===== config.mk =====
export PLATFORM = sky130hd
export DESIGN_NAME = wide_register_byte_access
export DESIGN_NICKNAME = d
export VERILOG_FILES = /design/src/wide_register_byte_access.v
export VERILOG_INCLUDE_DIRS = /design/src
export SDC_FILE = /design/constraint.sdc
export NUM_CORES = 1
export LEC_CHECK = 0
export BUFFER_PORTS_ARGS = -buffer_cell sky130_fd_sc_hd__buf_2
export CORE_AREA = 10 10 66 68
export DETAILED_ROUTE_END_ITERATION = 8
export DIE_AREA = 0 0 76 78
export PLACE_DENSITY_LB_ADDON = 0.12
export SYNTH_ARGS = -nofsm -noshare
export SYNTH_HDL_FRONTEND = slang
export SYNTH_SLANG_ARGS = --single-unit
export TNS_END_PERCENT = 5

===== constraint.sdc =====
create_clock -name clk -period 1.5 [get_ports clk]
set_clock_uncertainty 0.1 [all_clocks]
set_input_delay 0.15 -clock clk [delete_from_list [all_inputs] [get_ports clk]]
set_output_delay 0.15 -clock clk [all_outputs]
set_load 0.05 [all_outputs]

===== src/wide_access_regs.vh =====
// Address map and reset values for the 16-bit wide register access bridge.
// Assumes an 8-bit CPU data bus with byte addresses local to this block.
`ifndef WIDE_ACCESS_REGS_VH
`define WIDE_ACCESS_REGS_VH

`define ADDR_W 2
`define ADDR_LOW 2'h0
`define ADDR_HIGH 2'h1
`define ADDR_TEMP 2'h2
`define WIDE_RESET 16'h0000
`define TEMP_RESET 8'h00
`define LOW_LSB 0
`define HIGH_LSB 8

`endif


===== src/wide_register_byte_access.v =====
// Bridge giving an 8-bit bus atomic access to one 16-bit register via a shared temp byte.
// Assumes a single-cycle CPU byte access strobe on clk; peripheral side is on the same clock.
//
// What this block does
// 16-bit register reaches the 8-bit bus through a temp byte with 16-bit path.
// Bus master writes low byte first, then high byte, as two byte accesses.
// Low byte write goes into temp register, target register unchanged.
// High byte write updates high byte and copies temp into low byte together.
// Bus master reads low byte first, then high byte, as two byte accesses.
// Low byte read returns live low byte and captures high byte into temp.
// High byte read returns temp register contents, not live high byte.
// Software may read and write the temp register directly.
// Software should mask interrupts around two-byte accesses to the same register.
// Temp holds until next low access or direct write; orphan high write commits it.
`include "wide_access_regs.vh"

module wide_register_byte_access (
	input wire clk,
	input wire sys_rst,
	input wire bus_sel,
	input wire bus_wr,
	input wire [`ADDR_W-1:0] bus_addr,
	input wire [7:0] bus_wdata,
	output reg [7:0] bus_rdata,
	output reg bus_rvalid,
	input wire periph_load,
	input wire [15:0] periph_wdata,
	output reg [15:0] periph_value,
	output reg periph_commit
);

	// Decoded byte access strobes
	wire wr;
	wire rd;
	wire wr_low;
	wire wr_high;
	wire wr_temp;
	wire rd_low;
	wire rd_high;
	wire rd_temp;
	wire rd_none;

	// Shared temp byte and the next values of every register
	reg [7:0] temp;
	reg [15:0] next_value;
	reg [7:0] next_temp;
	reg [7:0] next_rdata;
	reg next_rvalid;
	reg next_commit;

	// True when the address selects the given byte location
	function addr_hit;
		input [`ADDR_W-1:0] addr;
		input [`ADDR_W-1:0] code;
		begin
			addr_hit = (addr == code);
		end
	endfunction

	// One byte lane of the wide register
	function [7:0] byte_lane;
		input [15:0] word;
		input hi;
		begin
			if (hi) begin
				byte_lane = word[`HIGH_LSB +: 8];
			end else begin
				byte_lane = word[`LOW_LSB +: 8];
			end
		end
	endfunction

	// High byte and low byte joined into one wide word
	function [15:0] join_bytes;
		input [7:0] hi;
		input [7:0] lo;
		begin
			join_bytes = {hi, lo};
		end
	endfunction

	// Wide register: a bus high write wins over a peripheral load
	function [15:0] pick_value;
		input [15:0] cur;
		input [15:0] load_data;
		input load;
		input [7:0] high_data;
		input [7:0] low_data;
		input commit;
		begin
			pick_value = cur;
			if (commit) begin
				pick_value = join_bytes(high_data, low_data);
			end else if (load) begin
				pick_value = load_data;
			end
		end
	endfunction

	// Temp byte: low write, direct write or low read snapshot
	// A second master between the two halves would overwrite it
	function [7:0] pick_temp;
		input [7:0] cur;
		input [7:0] wdata;
		input [15:0] value;
		input low_wr;
		input direct_wr;
		input low_rd;
		begin
			pick_temp = cur;
			if (low_wr) begin
				pick_temp = wdata;
			end else if (direct_wr) begin
				pick_temp = wdata;
			end else if (low_rd) begin
				pick_temp = byte_lane(value, 1'b1);
			end
		end
	endfunction

	// Read data: live low byte, temp for high and direct reads
	function [7:0] pick_rdata;
		input [7:0] cur_temp;
		input [15:0] value;
		input low_rd;
		input high_rd;
		input temp_rd;
		input none_rd;
		begin
			pick_rdata = 8'h00;
			if (low_rd) begin
				pick_rdata = byte_lane(value, 1'b0);
			end else if (high_rd) begin
				pick_rdata = cur_temp;
			end else if (temp_rd) begin
				pick_rdata = cur_temp;
			end else if (none_rd) begin
				pick_rdata = 8'h00;
			end
		end
	endfunction

	assign wr = bus_sel & bus_wr;
	assign rd = bus_sel & ~bus_wr;
	assign wr_low = wr & addr_hit(bus_addr, `ADDR_LOW);
	assign wr_high = wr & addr_hit(bus_addr, `ADDR_HIGH);
	assign wr_temp = wr & addr_hit(bus_addr, `ADDR_TEMP);
	assign rd_low = rd & addr_hit(bus_addr, `ADDR_LOW);
	assign rd_high = rd & addr_hit(bus_addr, `ADDR_HIGH);
	assign rd_temp = rd & addr_hit(bus_addr, `ADDR_TEMP);
	assign rd_none = rd & ~rd_low & ~rd_high & ~rd_temp;

	// Next wide register value
	always @* begin
		next_value = pick_value(periph_value, periph_wdata, periph_load,
			bus_wdata, temp, wr_high);
	end

	// Next temp byte
	always @* begin
		next_temp = pick_temp(temp, bus_wdata, periph_value,
			wr_low, wr_temp, rd_low);
	end

	// Next read data
	always @* begin
		next_rdata = pick_rdata(temp, periph_value, rd_low, rd_high, rd_temp, rd_none);
	end

	// Read strobe answered one cycle later, unmapped reads too
	always @* begin
		next_rvalid = rd;
	end

	// Commit pulse follows every high byte write
	always @* begin
		next_commit = wr_high;
	end

	// Wide register
	always @(posedge clk or posedge sys_rst) begin
		if (sys_rst) begin
			periph_value <= `WIDE_RESET;
		end else begin
			periph_value <= next_value;
		end
	end

	// Shared temp byte
	always @(posedge clk or posedge sys_rst) begin
		if (sys_rst) begin
			temp <= `TEMP_RESET;
		end else begin
			temp <= next_temp;
		end
	end

	// Read data straight from a flip-flop
	always @(posedge clk or posedge sys_rst) begin
		if (sys_rst) begin
			bus_rdata <= 8'h00;
		end else begin
			bus_rdata <= next_rdata;
		end
	end

	// Read answer strobe
	always @(posedge clk or posedge sys_rst) begin
		if (sys_rst) begin
			bus_rvalid <= 1'b0;
		end else begin
			bus_rvalid <= next_rvalid;
		end
	end

	// Commit pulse
	always @(posedge clk or posedge sys_rst) begin
		if (sys_rst) begin
			periph_commit <= 1'b0;
		end else begin
			periph_commit <= next_commit;
		end
	end

endmodule


==> results of run 1 <==
cell usage after synthesis (2+ instances only):
library cell / n / share of area (%)
nor2_1: 25 / 6.0
a21oi_1: 18 / 5.8
nor3_1: 2 / 0.64
mux2i_1: 17 / 11
o21a_1: 7 / 3.4
o32a_1: 6 / 3.9
inv_1: 6 / 1.4
dfrtp_1: 34 / 55
a22oi_1: 7 / 3.4
buf_2: 5 / 1.6
nand3b_1: 2 / 0.97
buf_6: 2 / 1.4
flip-flops by register name, indices dropped and copies added (netlist names):
signal / flops
periph_value: 16
bus_rdata: 8
pick_rdata.cur_temp: 8
periph_commit: 1
bus_rvalid: 1
layer usage:
layer	global-route usage, %	vias up
met2	20.15	52
met5	0	-
li1	-	635
met3	6.336	2
met4	3.409	0
met1	15.55	573
worst reg2reg max path, stage by stage, from the launching register on:
cell,delay [ns]
dfrtp_1,0.41
o32a_1,0.36
o21a_1,0.10
how the worst min path moves through the flow:
stage | slack (ns) | endpoint | depth (start not counted) | start
after global placement | 0.16 | periph_commit | 3 | sys_rst
after CTS | 0.004 | periph_value[11] | 3 | periph_wdata[11]
after global routing | 0.01 | periph_value[11] | 3 | periph_wdata[11]
after floorplan | 0.19 | bus_rdata[0] | 1 | sys_rst
after detailed placement | 0.16 | periph_commit | 3 | sys_rst
final | 0.02 | periph_value[11] | 3 | periph_wdata[11]
power groups by stage:
stage / logic (mW) / registers (mW) / clock network, mW
5_1_grt: 0.686 / 1.13 / 0.547
3_3_place_gp: 0.616 / 1.12 / 0
2_1_floorplan: 0.215 / 1.36 / 0
4_1_cts: 0.643 / 1.11 / 0.506
6_report: 0.636 / 1.11 / 0.492
3_5_place_dp: 0.624 / 1.13 / 0
metrics by stage:
step | power [mW] | cell area, sq um | cells
final | 2.236 | 2018 | 254
after global routing | 2.359 | 2018 | 254
after CTS | 2.257 | 2018 | 254
after detailed placement | 1.751 | 1877 | 239
after global placement | 1.735 | 1877 | 239
after floorplan | 1.572 | 1555 | 142
cells by family after synthesis:
| kind of cell | count (synthesis) | synth area share (%) |
|---|---|---|
| buf+inv | 15 | 5.229 |
| compound gates | 41 | 18.02 |
| flops | 34 | 54.71 |
| mux | 17 | 10.94 |
| simple gates | 34 | 10.54 |
| xor+xnor | 1 | 0.5633 |
final cells by class:
type | instances | area share (%)
sequential | 34 | 42.16
inverter | 6 | 1.116
clock buffer | 6 | 2.542
timing repair buffer | 69 | 20.46
multi-input combinational | 93 | 30.87
tap | 46 | 2.852
==> impl_metrics.csv, run 1 <==
group,metric,value,unit
worst_setup_path,rr_endpoint,"pick_rdata.cur_temp[1]",
drt,post_drt_wl_per_cell,14.63,microns
final_layout,register_area,850.8,sq um
clock_tree,cts_hold_buffers,9,
power_and_ir_drop,ir_worst_vdd,0.5151,mV
timing,drv_slew,0,
worst_setup_path,rr_worst_depth,2,
outcome,status,"complete, no violations",
final_layout,fin_util,63.48,%
logic_synthesis,synth_area,1555,sq um
die,row_count,21,
timing,finalHoldViolations,0,
logic_synthesis,ys_seq_area_share,54.71,%
timing,hold_ws,0.01523,ns
drt,ant_nets,0,
clock_tree,htreeDepth,2,
worst_setup_path,critPathLaunch,"periph_value[15]",
global_routing,grt_max_degree,35,
clock_tree,clk_pin_slew,0.09,ns
logic_synthesis,synthFlopType,"dfrtp_1",
drt,routed_wl,3715,microns
worst_setup_path,worst_path_largest_cell_delay,0.39,ns
final_layout,multi_input_area,623.1,sq um
worst_setup_path,worst_path_max_delay_cell,"dfrtp_1",
die,start_util,48.92,%
flow_run,cap_violations,0,
global_routing,track_usage,12.93,%
timing,max_slew_margin,65.90,%
worst_setup_path,critPathLaunchType,"flip-flop",
die,core-area,3179,sq um
power_and_ir_drop,intPower,1.447,mW
worst_setup_path,path_cells,"buf_2",
power_and_ir_drop,sequentialPowerShare,49.6,%
placed_design,portBuffers,56,
clock_tree,cts.sinks,34,
final_layout,layout_commonest_cell,"buf_2",
timing,fmax,798.5,MHz
logic_synthesis,synth_warnings,0,
timing,fin_crit_sh,83.49,%
final_layout,nets,240,
drt,first_iter_violations,68,
drt,wl_met1,1754,microns
final_layout,final_cell_mix,"56 x buf_2, 34 x dfrtp_1, 25 x nor2_1, 18 x a21oi_1, 17 x mux2i_1",
worst_setup_path,worst-path-stages,1,
global_routing,grt-ovfl-total,0,
clock_tree,cts_tree,"yes",
logic_synthesis,netlist-cell-type-count,23,
global_routing,antenna_found_initial,0,
timing,rsz0062_at_grt,"false",
power_and_ir_drop,leakagePower,1.023,nW
final_layout,fill_cells,267,
worst_setup_path,crit_arrival,1.00,ns
power_and_ir_drop,p_switching,0.7888,mW
global_routing,grt_pass1_vias,1343,
clock_tree,clk_latency,0.33,ns
power_and_ir_drop,powerDensity,1108,nW/um^2
drt,post-route-drc-count,0,
clock_tree,numCtsBuffers,5,
hold_path,hp-class,"input port to flip-flop",
worst_setup_path,crit_family,"flip-flops",
final_layout,final_layout_size_suffix_gt1_share,32.69,%
drt,routed-wl-met2,1667,microns
worst_setup_path,cp_max_fo,3,
final_layout,antenna_cells,0,
die,io_pins,57,
drt,dr_wl_met3,282,microns
worst_setup_path,critPathKind,"flip-flop to primary output",
power_and_ir_drop,switching_share,35.29,%
timing,final.min_clock_period,1.252,ns
logic_synthesis,syn_nets,173,
drt,first_pass_iters,4,
logic_synthesis,syn_avg_cell_area,10.95,sq um
power_and_ir_drop,combPwrFrac,28.5,%
clock_tree,cts_setup_buffers,0,
clock_tree,cts_root_buf,"clkbuf_4",
timing,finalSetupTns,0,ns
clock_tree,cts_resized,0,
worst_setup_path,reg2reg_slack,0.43,ns
timing,tightest_slew,0.5098,ns
power_and_ir_drop,power_frac_clock,22.0,%
drt,vias,1262,
worst_setup_path,worstReg2RegStart,"periph_value[9]",
placed_design,routabilityCongestion,0.7912,
logic_synthesis,synth_edf_count,0,
timing,setup_ws,0.2476,ns
placed_design,hpwl,2690,microns
drt,routed_via_density,4.969,
logic_synthesis,synthArstFlopShare,100.0,%
die,die_h,78,microns
final_layout,syn2layout_area_growth,29.77,%
worst_setup_path,worst_ep_required_time,1.25,ns
worst_setup_path,endpoint_kind,"primary output",
drt,highest_layer,"met4",
die,die_x,76,microns
worst_setup_path,endpoint,"periph_value[15]",
logic_synthesis,synth_seq_cells,34,
global_routing,grt_pass1_wl,6334,microns
worst_setup_path,crit_buf_inv,1,
timing,setup_violations,0,
logic_synthesis,netlist_instances,142,
die,dieArea,5928,sq um
clock_tree,clockBufferDepth,2,
placed_design,place_worst_setup_slack,0.2296,ns
Note: power is estimated with default switching activity, not from simulation.
==> run 2, diff against run 1 <==
--- a/config.mk
+++ b/config.mk
@@ -7,9 +7,9 @@
 export NUM_CORES = 1
 export LEC_CHECK = 0
 export BUFFER_PORTS_ARGS = -buffer_cell sky130_fd_sc_hd__buf_2
-export CORE_AREA = 10 10 66 68
+export CORE_AREA = 10 10 68 70
 export DETAILED_ROUTE_END_ITERATION = 8
-export DIE_AREA = 0 0 76 78
+export DIE_AREA = 0 0 78 80
 export PLACE_DENSITY_LB_ADDON = 0.12
 export SYNTH_ARGS = -nofsm -noshare
 export SYNTH_HDL_FRONTEND = slang
==> constraint.sdc (replaced) <==
create_clock -name clk -period 1.3 [get_ports clk]
set_clock_uncertainty 0.1 [all_clocks]
set_input_delay 0.13 -clock clk [delete_from_list [all_inputs] [get_ports clk]]
set_output_delay 0.13 -clock clk [all_outputs]
set_load 0.05 [all_outputs]
==> run 2 against run 1 <==
Effect of this change: final area up 5.4%; global-route usage up 0.080 points; combinational power up 20%; critical endpoint is now periph_value[12].
==> impl_metrics.csv, run 2 (same netlist as run 1, synthesis figures left out) <==
group,metric,value,unit
timing,tightest_slew,0.5321,ns
timing,setup_violations,0,
placed_design,dpl_cell_area,1884,sq um
worst_setup_path,crit_arrival,1.01,ns
timing,drv_slew,0,
timing,max_slew_margin,64.53,%
global_routing,grt_pass1_vias,1444,
timing,finalHoldViolations,0,
timing,fmax,805.3,MHz
die,dieArea,6240,sq um
timing,finalSetupTns,0,ns
worst_setup_path,path_cells,"buf_2",
clock_tree,cts_root_buf,"clkbuf_4",
power_and_ir_drop,leakagePower,1.068,nW
worst_setup_path,worstReg2RegStart,"periph_value[13]",
placed_design,portBuffers,56,
die,row_count,21,
worst_setup_path,worst_path_max_delay_cell,"dfrtp_1",
clock_tree,clk_pin_slew,0.10,ns
worst_setup_path,crit_buf_inv,1,
timing,rsz0062_at_grt,"false",
final_layout,syn2layout_area_growth,36.77,%
clock_tree,cts.sinks,34,
worst_setup_path,cp_max_fo,3,
final_layout,antenna_cells,0,
die,die_x,78,microns
die,die_h,80,microns
drt,first_pass_iters,4,
drt,ant_nets,0,
die,start_util,47.35,%
timing,fin_crit_sh,95.52,%
global_routing,grt_max_degree,35,
clock_tree,clk_latency,0.33,ns
final_layout,final_layout_size_suffix_gt1_share,31.82,%
drt,routed_wl,3976,microns
final_layout,largest_reg_flops,16,
placed_design,hpwl,2876,microns
drt,post-route-drc-count,0,
worst_setup_path,reg2reg_slack,0.21,ns
global_routing,track_usage,13.01,%
final_layout,final_cell_mix,"55 x buf_2, 34 x dfrtp_1, 25 x nor2_1, 18 x a21oi_1, 18 x dlygate4sd3_1",
global_routing,antenna_found_initial,0,
timing,final.min_clock_period,1.242,ns
clock_tree,cts_setup_buffers,0,
placed_design,routabilityCongestion,0.7883,
die,core-area,3284,sq um
clock_tree,numCtsBuffers,5,
worst_setup_path,worst_ep_required_time,1.07,ns
clock_tree,clockBufferDepth,2,
timing,setup_ws,0.05818,ns
placed_design,place_worst_setup_slack,0.03286,ns
power_and_ir_drop,powerDensity,1243,nW/um^2
worst_setup_path,rr_worst_depth,2,
drt,first_iter_violations,78,
final_layout,final_cell_area,2127,sq um
drt,post_drt_wl_per_cell,14.95,microns
worst_setup_path,endpoint_kind,"primary output",
hold_path,hp-class,"input port to flip-flop",
drt,vias,1324,
global_routing,grt-ovfl-total,0,
hold_path,min_to,"periph_value[1]",
power_and_ir_drop,ir_worst_vdd,0.8585,mV
final_layout,layout_commonest_cell,"buf_2",
flow_run,cap_violations,0,
hold_path,hold_start,"periph_wdata[1]",
clock_tree,htreeDepth,2,
hold_path,min_path_cells,3,
clock_tree,cts_tree,"yes",
final_layout,nets,250,
die,io_pins,57,
outcome,status,"complete, no violations",
worst_setup_path,critPathLaunchType,"flip-flop",
final_layout,top_register,"periph_value",
worst_setup_path,worst_path_largest_cell_delay,0.40,ns
worst_setup_path,rr_endpoint,"pick_rdata.cur_temp[5]",
global_routing,grt_pass1_wl,6658,microns
worst_setup_path,crit_family,"flip-flops",
drt,routed_via_density,4.977,
worst_setup_path,critPathKind,"flip-flop to primary output",
## run 2: cell types whose count changed in the layout (fill, tap and decap cells not counted), sizes merged
cell / previous run / this run
dlygate4sd3: 9 / 18
clkbuf: 6 / 8
clkinv: 0 / 1
## run 2: per-stage QoR
step | hold slack [ns] | power, mW | util (%) | cells
final | 0.005202 | 2.644 | 64.76 | 266
after global routing | 0.005674 | 2.788 | 64.76 | 266
after CTS | 0.002070 | 2.667 | 64.69 | 266
after detailed placement | 0.1492 | 2.027 | 57.37 | 240
after global placement | 0.1355 | 2.007 | 57.37 | 240
after floorplan | 0.1716 | 1.814 | - | 142
## run 2: timing repair
item / 4_1_cts / 5_1_grt
resized for setup: 0 / 1
endpoints found under the hold margin: 45 / 0
hold buffers: 18 / 0
setup endpoints to repair: 0 / 1
## run 2: area by class of cell
| cell class | count | area, sq um |
|---|---|---|
| Multi-Input combinational cell | 93 | 623.1 |
| Fill cell | 291 | 1157 |
| Clock buffer | 7 | 55.05 |
| Timing Repair Buffer | 79 | 513.0 |
| Tap cell | 46 | 57.56 |
| Clock inverter | 1 | 5.005 |
| Inverter | 6 | 22.52 |
| Sequential cell | 34 | 850.8 |
## run 2: worst max-delay path by stage
| stage | end | slack, ns | depth (start not counted) | start |
|---|---|---|---|---|
| finish | periph_value[12] | 0.06 | 1 | periph_value[12] |
| global route | periph_value[12] | 0.007 | 1 | periph_value[12] |
| detailed placement | pick_rdata.cur_temp[6] | 0.03 | 4 | bus_addr[0] |
| CTS | periph_value[3] | 0.05 | 1 | periph_value[3] |
| global placement | pick_rdata.cur_temp[5] | 0.09 | 4 | bus_addr[1] |
| floorplan | pick_rdata.cur_temp[0] | 0.04 | 2 | periph_value[8] |
## run 2: power breakdown
part           total, mW  switching [mW]  internal (mW)
sequential          1.28          0.0963           1.18
clock              0.602           0.340          0.262
combinational      0.764           0.497          0.266
## run 2: layer usage
| metal | vias up | GRT usage [%] | share of wire [%] |
|---|---|---|---|
| met5 | - | 0 | 0 |
| met4 | 0 | 3.226 | 1.0 |
| met3 | 5 | 6.419 | 8.2 |
| met2 | 46 | 22.47 | 47 |
| met1 | 615 | 13.98 | 44 |
| li1 | 658 | - | - |
